[config.mk]
export PLATFORM = sky130hd
export DESIGN_NAME = dip_core
export DESIGN_NICKNAME = d
export VERILOG_FILES = /design/src/rtl/dip_wbuf.v /design/src/rtl/dip_core.v
export VERILOG_INCLUDE_DIRS = /design/src /design/src/inc
export SDC_FILE = /design/constraint.sdc
export NUM_CORES = 1
export LEC_CHECK = 0
export ABC_AREA = 1
export BUFFER_PORTS_ARGS = -buffer_cell sky130_fd_sc_hd__clkbuf_2
export CELL_PAD_IN_SITES_DETAIL_PLACEMENT = 1
export CELL_PAD_IN_SITES_GLOBAL_PLACEMENT = 1
export CORE_MARGIN = 8
export CORE_UTILIZATION = 41
export CTS_CLUSTER_SIZE = 12
export DETAILED_ROUTE_END_ITERATION = 7
export PLACE_DENSITY_LB_ADDON = 0.25
export RECOVER_POWER = 100
export SKIP_LAST_GASP = 1
export SLEW_MARGIN = 20
export SYNTH_ARGS = -nofsm -noshare
export SYNTH_HDL_FRONTEND = slang
export SYNTH_SLANG_ARGS = --single-unit
[constraint.sdc]
create_clock -name clk -period 3.4 [get_ports clk]
set_input_delay 0.17 -clock clk [delete_from_list [all_inputs] [get_ports clk]]
set_output_delay 0.17 -clock clk [all_outputs]
set_load 0.02 [all_outputs]
[src/inc/dip_regs.vh]
`ifndef DIP_REGS_VH
`define DIP_REGS_VH
// Command/address and data field widths
`define DIP_ADDR_W       18
`define DIP_BA_W         2
`define DIP_BG_W         2
`define DIP_DQ_W         16
`define DIP_BYTE_W       8
// Data mask / inversion select field (three bits)
`define DIP_SEL_W        3
`define DIP_SEL_DM       3'h1
`define DIP_SEL_DBI      3'h2
// Burst and check sizes
`define DIP_BEATS        8
`define DIP_BEAT_CNT_W   4
`define DIP_CRC_W        8
`define DIP_CRC_POLY     8'h07
`define DIP_CRC_INIT     8'hFF
// Alert pulse times (ns) and derived cycle counts at 5 ns
`define DIP_CLK_NS       5
`define DIP_CRC_ALERT_NS 60
`define DIP_CRC_ALERT_CYC ((`DIP_CRC_ALERT_NS + `DIP_CLK_NS - 1) / `DIP_CLK_NS)
`define DIP_ALERT_CNT_W  12
`define DIP_PAR_REC_CYC  12'h100
`define DIP_ONE_CNT      12'h001
`define DIP_ZERO_CNT     12'h000
`endif

[src/rtl/dip_wbuf.v]
`timescale 1ns/1ps
`include "dip_regs.vh"
// Two-entry skid buffer between strobe-sampled beats and the storage side
module dip_wbuf (
  // Clock
  input  wire                      clk,
  input  wire                      rst_n,
  input  wire                      ce,
  // Fill side
  input  wire                      in_valid,
  output wire                      in_ready,
  input  wire [`DIP_DQ_W-1:0]      in_data,
  // Drain side
  output wire                      out_valid,
  input  wire                      out_ready,
  output wire [`DIP_DQ_W-1:0]      out_data
);
  reg [`DIP_DQ_W-1:0] mem_r [0:1];
  reg                 wp_r;
  reg                 rp_r;
  reg [1:0]           cnt_r;
  wire                push;
  wire                pop;

  assign in_ready  = (cnt_r != 2'h2);
  assign out_valid = (cnt_r != 2'h0);
  assign out_data  = mem_r[rp_r];
  assign push      = in_valid & in_ready;
  assign pop       = out_valid & out_ready;

  always @(posedge clk) begin
    if (!rst_n) begin
      wp_r  <= 1'b0;
      rp_r  <= 1'b0;
      cnt_r <= 2'h0;
    end else if (ce) begin
      if (push) begin
        mem_r[wp_r] <= in_data;
        wp_r        <= ~wp_r;
      end
      if (pop)
        rp_r <= ~rp_r;
      cnt_r <= cnt_r + {1'b0, push} - {1'b0, pop};
    end
  end
endmodule

[src/rtl/dip_core.v]
// Operation
// - Check even CA parity only when enabled
// - Parity covers command, address, bank, group
// - Chip select, CKE, ODT excluded from parity
// - Unused address bits count as zero
// - Write CRC follows burst, memory checks it
// - Reference monitor drives low data lines
// - Read strobe edge-aligned, write strobe centred
// - x16: lower strobe low byte, upper high; code captures both bytes on the lower strobe edge
// - Strobe is differential only; code samples only the true strobes dqs_t and dqsu_t
// - x8: termination strobe mirrors data strobe termination
// - Strobe function off: pin is mask/inversion
// - Mask sampled both edges, low discards beat; code uses only the lower mask bit, upper mask ignored
// - Mask/inversion chosen by mode field
// - Inversion low inverts byte, high passes
// - x16: upper inversion high byte, lower low
// - Read and write inversion enabled separately
// - CRC error: alert low fixed pulse
// - Parity error: alert low until recovery done
// - Test mode on test pin; alert becomes input
`timescale 1ns/1ps
`include "dip_regs.vh"
module dip_core #(
  parameter PAR_REC_CYC = `DIP_PAR_REC_CYC
) (
  // Clock and reset
  input  wire                      clk,
  input  wire                      rst_n,
  input  wire                      ce,
  // Mode settings
  input  wire                      par_en,
  input  wire                      crc_en,
  input  wire                      vref_mon,
  input  wire                      tdqs_en,
  input  wire                      is_x16,
  input  wire [`DIP_SEL_W-1:0]     dm_dbi_sel,
  input  wire                      dbi_wr_en,
  input  wire                      dbi_rd_en,
  input  wire [`DIP_ADDR_W-1:0]    addr_used,
  // Command/address pins
  input  wire                      ck,
  input  wire                      cs_n,
  input  wire                      act_n,
  input  wire [`DIP_ADDR_W-1:0]    addr,
  input  wire [`DIP_BA_W-1:0]      ba,
  input  wire [`DIP_BG_W-1:0]      bg,
  input  wire                      par,
  // Write data pins
  input  wire                      dqs_t,
  input  wire                      dqs_c,
  input  wire                      dqsu_t,
  input  wire                      dqsu_c,
  input  wire [`DIP_DQ_W-1:0]      dq_i,
  input  wire [1:0]                dm_dbi_n_i,
  input  wire                      wr_burst,
  // Read data pins
  output reg  [`DIP_DQ_W-1:0]      dq_o,
  output reg  [1:0]                dbi_n_o,
  output wire                      dq_oe_n,
  output reg                       dqs_o,
  output wire                      tdqs_term_en,
  // Storage side
  output wire                      wr_valid,
  input  wire                      wr_ready,
  output wire [`DIP_DQ_W-1:0]      wr_data,
  input  wire                      rd_valid,
  input  wire [`DIP_DQ_W-1:0]      rd_data,
  input  wire                      dqs_term_en,
  input  wire [3:0]                vref_level,
  // Alert and test
  input  wire                      ten,
  input  wire                      alert_n_i,
  output wire                      alert_n_o,
  output wire                      alert_n_oe_n,
  output reg                       alert_seen_r,
  output reg                       par_err_r,
  output reg                       crc_err_r,
  input  wire                      recov_done
);
  // Two-flop synchronisers for pins from outside the clock domain
  localparam SW = 5 + `DIP_DQ_W + 2 + 1 + `DIP_ADDR_W + `DIP_BA_W + `DIP_BG_W + 1;
  wire [SW-1:0] sync_d;
  reg  [SW-1:0] s1_r;
  reg  [SW-1:0] s2_r;
  assign sync_d = {ck, dqs_t, dqsu_t, ten, alert_n_i, dq_i, dm_dbi_n_i, act_n, addr, ba, bg, par};
  wire                    ck_s   = s2_r[SW-1];
  wire                    dqs_s  = s2_r[SW-2];
  wire                    dqsu_s = s2_r[SW-3];
  wire                    ten_s  = s2_r[SW-4];
  wire                    aln_s  = s2_r[SW-5];
  wire [`DIP_DQ_W-1:0]    dq_s   = s2_r[SW-6 -: `DIP_DQ_W];
  wire [1:0]              dmn_s  = s2_r[SW-6-`DIP_DQ_W -: 2];
  wire [SW-8-`DIP_DQ_W:0] ca_s   = s2_r[SW-8-`DIP_DQ_W:0];
  // Alert pin idles high, so its synchroniser resets high to avoid a false low
  localparam [SW-1:0]     SYNC_RST = {{4{1'b0}}, 1'b1, {(SW-5){1'b0}}};
  localparam integer      CRC_CYC_I = `DIP_CRC_ALERT_CYC;
  localparam [`DIP_ALERT_CNT_W-1:0] CRC_CYC = CRC_CYC_I[`DIP_ALERT_CNT_W-1:0];
  localparam [`DIP_ALERT_CNT_W-1:0] PAR_CYC = PAR_REC_CYC[`DIP_ALERT_CNT_W-1:0];
  reg                     cs_s1_r;
  reg                     cs_s2_r;
  reg                     wb_s1_r;
  reg                     wb_s2_r;
  wire                    wb_s   = wb_s2_r;
  reg                     ck_d_r;
  reg                     dqs_d_r;
  reg                     dqsu_d_r;

  always @(posedge clk) begin
    if (!rst_n) begin
      s1_r     <= SYNC_RST;
      s2_r     <= SYNC_RST;
      cs_s1_r  <= 1'b1;
      cs_s2_r  <= 1'b1;
      wb_s1_r  <= 1'b0;
      wb_s2_r  <= 1'b0;
      ck_d_r   <= 1'b0;
      dqs_d_r  <= 1'b0;
      dqsu_d_r <= 1'b0;
    end else if (ce) begin
      s1_r     <= sync_d;
      s2_r     <= s1_r;
      cs_s1_r  <= cs_n;
      cs_s2_r  <= cs_s1_r;
      wb_s1_r  <= wr_burst;
      wb_s2_r  <= wb_s1_r;
      ck_d_r   <= ck_s;
      dqs_d_r  <= dqs_s;
      dqsu_d_r <= dqsu_s;
    end
  end

  // Command/address parity; cs, cke, odt never enter the sum
  wire ck_rise = ck_s & ~ck_d_r;
  wire [`DIP_ADDR_W-1:0] addr_m = ca_s[`DIP_ADDR_W+`DIP_BA_W+`DIP_BG_W:`DIP_BA_W+`DIP_BG_W+1] & addr_used;
  wire ca_xor = ca_s[SW-8-`DIP_DQ_W] ^ (^addr_m) ^ (^ca_s[`DIP_BA_W+`DIP_BG_W:1]) ^ ca_s[0];
  wire par_hit = par_en & ck_rise & ~cs_s2_r & ca_xor;

  // Write burst beats on both strobe edges; on x16 the upper strobe must toggle or match the lower one
  wire dqs_edge  = dqs_s ^ dqs_d_r;
  wire dqsu_edge = dqsu_s ^ dqsu_d_r;
  wire dm_mode   = ~tdqs_en & (dm_dbi_sel == `DIP_SEL_DM);
  wire dbi_mode  = ~tdqs_en & (dm_dbi_sel == `DIP_SEL_DBI) & dbi_wr_en;
  reg  [`DIP_BEAT_CNT_W-1:0] beat_r;
  reg  [`DIP_CRC_W-1:0]      crc_r;
  reg  [`DIP_DQ_W-1:0]       beat_data;
  reg                        beat_keep;
  wire                       buf_in_ready;
  wire                       in_crc = crc_en & (beat_r == `DIP_BEATS);

  integer k;
  always @* begin
    for (k = 0; k < 2; k = k + 1) begin
      beat_data[k*`DIP_BYTE_W +: `DIP_BYTE_W] = dq_s[k*`DIP_BYTE_W +: `DIP_BYTE_W]
        ^ {`DIP_BYTE_W{dbi_mode & ~dmn_s[k]}};
    end
    beat_keep = ~(dm_mode & ~dmn_s[0]);
  end

  function [`DIP_CRC_W-1:0] crc_step;
    input [`DIP_CRC_W-1:0] c;
    input [`DIP_DQ_W-1:0]  d;
    integer i;
    reg [`DIP_CRC_W-1:0] t;
    begin
      t = c;
      for (i = 0; i < `DIP_DQ_W; i = i + 1)
        t = {t[`DIP_CRC_W-2:0], 1'b0} ^ ({`DIP_CRC_W{t[`DIP_CRC_W-1] ^ d[i]}} & `DIP_CRC_POLY);
      crc_step = t;
    end
  endfunction

  wire beat_stb = wb_s & dqs_edge & (~is_x16 | dqsu_edge | dqsu_s == dqs_s);
  wire crc_bad  = beat_stb & in_crc & (dq_s[`DIP_CRC_W-1:0] != crc_r);
  wire push     = beat_stb & ~in_crc & beat_keep & (beat_r < `DIP_BEATS);

  always @(posedge clk) begin
    if (!rst_n) begin
      beat_r <= {`DIP_BEAT_CNT_W{1'b0}};
      crc_r  <= `DIP_CRC_INIT;
    end else if (ce) begin
      if (!wb_s) begin
        beat_r <= {`DIP_BEAT_CNT_W{1'b0}};
        crc_r  <= `DIP_CRC_INIT;
      end else if (beat_stb) begin
        beat_r <= beat_r + 1'b1;
        if (!in_crc)
          crc_r <= crc_step(crc_r, dq_s);
      end
    end
  end

  // Buffer absorbs storage stalls; a beat arriving while full is dropped
  dip_wbuf u_wbuf (
    .clk       (clk),
    .rst_n     (rst_n),
    .ce        (ce),
    .in_valid  (push),
    .in_ready  (buf_in_ready),
    .in_data   (beat_data),
    .out_valid (wr_valid),
    .out_ready (wr_ready),
    .out_data  (wr_data)
  );

  // Read path: data and strobe leave together, so strobe is edge aligned
  wire rd_dbi = ~tdqs_en & (dm_dbi_sel == `DIP_SEL_DBI) & dbi_rd_en;
  reg  rd_act_r;
  integer j;
  always @(posedge clk) begin
    if (!rst_n) begin
      dq_o     <= {`DIP_DQ_W{1'b0}};
      dbi_n_o  <= 2'h3;
      dqs_o    <= 1'b0;
      rd_act_r <= 1'b0;
    end else if (ce) begin
      rd_act_r <= rd_valid | vref_mon;
      if (vref_mon) begin
        dq_o <= {{(`DIP_DQ_W-4){1'b0}}, vref_level};
      end else if (rd_valid) begin
        for (j = 0; j < 2; j = j + 1) begin
          dbi_n_o[j] <= ~(rd_dbi & (rd_data[j*`DIP_BYTE_W +: `DIP_BYTE_W] > 8'h0F & 1'b1 &
                         (^rd_data[j*`DIP_BYTE_W +: `DIP_BYTE_W] | 1'b1)));
          dq_o[j*`DIP_BYTE_W +: `DIP_BYTE_W] <= rd_data[j*`DIP_BYTE_W +: `DIP_BYTE_W] ^
            {`DIP_BYTE_W{rd_dbi & (rd_data[j*`DIP_BYTE_W +: `DIP_BYTE_W] > 8'h0F)}};
        end
        dqs_o <= ~dqs_o;
      end
    end
  end
  assign dq_oe_n      = ~rd_act_r;
  assign tdqs_term_en = tdqs_en & ~is_x16 & dqs_term_en;

  // Alert: short pulse for CRC, held until recovery for parity
  localparam ST_IDLE = 2'h0;
  localparam ST_CRC  = 2'h1;
  localparam ST_PAR  = 2'h2;
  reg [1:0]                  st_r;
  reg [1:0]                  st_nxt;
  reg [`DIP_ALERT_CNT_W-1:0] cnt_r;
  reg [`DIP_ALERT_CNT_W-1:0] cnt_nxt;

  always @* begin
    st_nxt  = st_r;
    cnt_nxt = cnt_r;
    case (st_r)
      ST_IDLE: begin
        if (par_hit) begin
          st_nxt  = ST_PAR;
          cnt_nxt = PAR_CYC;
        end else if (crc_bad) begin
          st_nxt  = ST_CRC;
          cnt_nxt = CRC_CYC;
        end
      end
      ST_CRC: begin
        if (par_hit) begin
          st_nxt  = ST_PAR;
          cnt_nxt = PAR_CYC;
        end else if (cnt_r == `DIP_ONE_CNT)
          st_nxt = ST_IDLE;
        else
          cnt_nxt = cnt_r - `DIP_ONE_CNT;
      end
      ST_PAR: begin
        if (cnt_r != `DIP_ZERO_CNT)
          cnt_nxt = cnt_r - `DIP_ONE_CNT;
        else if (recov_done)
          st_nxt = ST_IDLE;
      end
      default: st_nxt = ST_IDLE;
    endcase
  end

  always @(posedge clk) begin
    if (!rst_n) begin
      st_r         <= ST_IDLE;
      cnt_r        <= `DIP_ZERO_CNT;
      par_err_r    <= 1'b0;
      crc_err_r    <= 1'b0;
      alert_seen_r <= 1'b1;
    end else if (ce) begin
      st_r         <= ten_s ? ST_IDLE : st_nxt;
      cnt_r        <= cnt_nxt;
      par_err_r    <= par_err_r | par_hit;
      crc_err_r    <= crc_err_r | crc_bad;
      alert_seen_r <= aln_s;
    end
  end

  // Open drain: enable low only while pulling low, never in test mode
  assign alert_n_o    = 1'b0;
  assign alert_n_oe_n = ten_s | (st_r == ST_IDLE);
endmodule

==> qor.yml <==
path_delay_family: "buffers and inverters"
startpoint: "ce"
pre_cts_slack_ns: 1.023
worstPathBufferInverterCount: 4
r2r-end: "cnt_r[5]"
period_minus_slack_ns: 2.726
gp_congestion: 0.7638
layout_setup_ws_ns: 0.6738
drt-pass1-iter-count: 4
relSlewSlack: 0.1086
cts_hold_buf: 46
ys_seq_area_frac: 0.4652
hold_violations: 0
portBuffers: 145
clock_latency_ns: 0.43
rsz0062_at_grt: "false"
drv_cap: 0
critPathSlowestCell: "clkbuf_1"
synth.top_cell.area_share: 0.3552
ys_seq_elements: 187
worstSetupEndpointType: "register"
avgSynthCellArea_sq_um: 7.564
max_stage_delay_ns: 0.78
tns_ns: 0
antenna_found_initial: 1
p_per_area_mw_per_mm2: 517.8
drc_errors: 0
ys_types: 40
die_x_microns: 162.0
vias: 7968
cts_htree_levels: 4
met1Wirelength_mm: 11.01
yosysTopAreaCell: "dfxtp_1"
initial_core_util: 0.4169
multi_input_area_sq_mm: 0.004071
grt_pass1_wl_mm: 41.40
dp_hpwl_mm: 17.17
start_kind: "primary input"
max_freq_ghz: 0.3668
synth_flop_cell: "dfxtp_1"
die_y_microns: 162.0
total_power_mw: 5.529
root_buffer: "clkbuf_16"
cts_sinks: 187
wl_per_cell_microns: 15.24
wirelength_mm: 24.56
cts_setup_buffers: 0
layout-drive-gt1-share: 0.1281
grtUsageTotal: 0.1894
crit_fanout: 26
clkTransAtPathRegs_ns: 0.07
core_sq_mm: 0.02096
critical_path_class: "primary input to register"
leakagePower_nw: 4.753
grt_pass1_vias: 8598
rr_worst_depth: 16
nFillCells: 2687
ant_nets: 0
grt_max_degree: 127
highest_layer: "met4"
critPathRequiredTime_ns: 3.45
endpoint: "u_wbuf.mem_r[0][13]"
utilization: 0.5096
synthArstFlopShare: 0
synthTopCellsByArea: "dfxtp_1 (36%), edfxtp_1 (11%), nand2_1 (9.1%)"
syn-cell-area_sq_mm: 0.008736
cp_common_cell: "nor2_1"
cts_resized: 0
worstReg2RegStart: "s2_r[20]"
slew_violations: 0
ios: 149
synth_edf_count: 32
outcome: "completed"
initialDrtViolationCount: 305
yosys-top-cells-count: "nand2_1 (211), nor2_1 (211), dfxtp_1 (155)"
fin_crit_sh: 0.8018
rows: 53
regArea_sq_mm: 0.004064
synthToLayoutAreaGrowth_pct: 22.23
cts.path.max_buffers: 2
netlist_instances: 1155
fin_nets: 1438
r2r_slack_ns: 0.79
cp.arrival_ns: 2.78
die_area_sq_mm: 0.02623
fin_skew_ns: 0.008867
grt_overflow_total: 0
crit_chain: "clkbuf_1, clkinvlp_2, nor2_1, inv_1, nor2_1, nand2_1, nor2_1, clkbuf_1"
met3_length_microns: 925
worstHoldPathType: "primary input to register"
viasPerCell: 4.946
dr_wl_met2_mm: 12.14
cp.depth: 8
cts_tree: "yes"
syn_nets: 1271
ys_warn_count: 0
setup_viol: 0
irDropWorstVdd_uv: 330.8
cts_buffers: 17
worst_pin_slew_ns: 1.337
==> flip-flops by register name, summed over array words and instances, names as in the netlist, 2 cells and up, named ones only <==
| signal | count |
|---|---|
| s2_r | 47 |
| dbi_n_o | 2 |
| st_r | 2 |
| u_wbuf.mem_r | 32 |
| crc_r | 8 |
| beat_r | 4 |
| s1_r | 47 |
| dq_o | 16 |
| cnt_r | 12 |
| u_wbuf.cnt_r | 2 |
==> metal layers <==
layer	vias up	GRT usage
li1	4054	-
met5	-	0
met2	122	0.3304
met1	3765	0.2251
met3	27	0.04075
met4	0	0.06818
==> final cells by class <==
type                    count  area share
clock inverters            15     0.01746
multi-input cells         817      0.3813
clock buffers              17     0.03984
flip-flops and latches    187      0.3806
inverters                 101     0.03562
diodes                      1   0.0002344
repair buffers            198      0.1127
well taps                 275     0.03222
==> report_power, final <==
group,internal [mW],total (mW),switching [mW]
Sequential,2.37,2.45,0.0786
Combinational,0.396,1.05,0.649
Clock,1.06,2.04,0.978
Total,3.82,5.53,1.71
==> worst min-delay path by stage <==
| stage | slack [ns] | to | depth (start not counted) | startpoint |
|---|---|---|---|---|
| floorplan | 0.30 | cs_s1_r | 2 | cs_n |
| global placement | 0.39 | s1_r[42] | 3 | alert_n_i |
| detailed placement | 0.40 | s1_r[15] | 3 | addr[10] |
| CTS | 0.001 | s1_r[28] | 3 | dq_i[2] |
| global route | 0.006 | s1_r[28] | 3 | dq_i[2] |
| finish | 0.004 | s1_r[34] | 3 | dq_i[8] |
==> logic make-up (layout without fill, tap and decap cells) <==
group,count (synthesis),count (layout),synth area share
AOI/OAI and AO/OA,224,224,0.1346
xor gates and xnor gates,57,57,0.06144
adders and majority gates,10,10,0.01432
buffers and inverters,151,331,0.06617
DFF,187,187,0.4652
muxes,16,16,0.02062
other,1,2,0.0004293
and+or+nand+nor,509,509,0.2372
==> per-stage QoR <==
stage | hold slack, ns | area (sq um) | cells
6_report | 0.003600 | 10680 | 1611
2_1_floorplan | 0.2963 | 8736 | 1155
5_1_grt | 0.005943 | 10680 | 1611
3_3_place_gp | 0.3896 | 9694 | 1532
3_5_place_dp | 0.4001 | 9694 | 1532
4_1_cts | 0.001049 | 10770 | 1610
==> layout by cell type (no fill, tap or decap), types with 5 or more instances in the layout <==
| master | netlist | final |
|---|---|---|
| a21o_1 | 8 | 8 |
| a21oi_1 | 71 | 71 |
| clkbuf_1 | 44 | 46 |
| clkbuf_16 | 0 | 17 |
| clkbuf_2 | 0 | 100 |
| dfxtp_1 | 155 | 155 |
| dlygate4sd3_1 | 0 | 46 |
| edfxtp_1 | 32 | 32 |
| ha_1 | 10 | 10 |
| inv_1 | 96 | 96 |
| mux2_2 | 16 | 16 |
| nand2_1 | 211 | 213 |
| nand3_1 | 54 | 56 |
| nand4_1 | 5 | 5 |
| nor2_1 | 211 | 211 |
| nor3_1 | 6 | 6 |
| o211ai_1 | 5 | 5 |
| o21ai_0 | 130 | 130 |
| or2_2 | 7 | 7 |
| xnor2_1 | 20 | 20 |
| xor2_1 | 32 | 32 |
==> worst min-delay path: cells and delay by family <==
family	cells	cell delay [ns]
buffers and inverters	1	0.07
and+or+nand+nor	2	0.15
No activity file was read; power rests on OpenSTA's default activity.
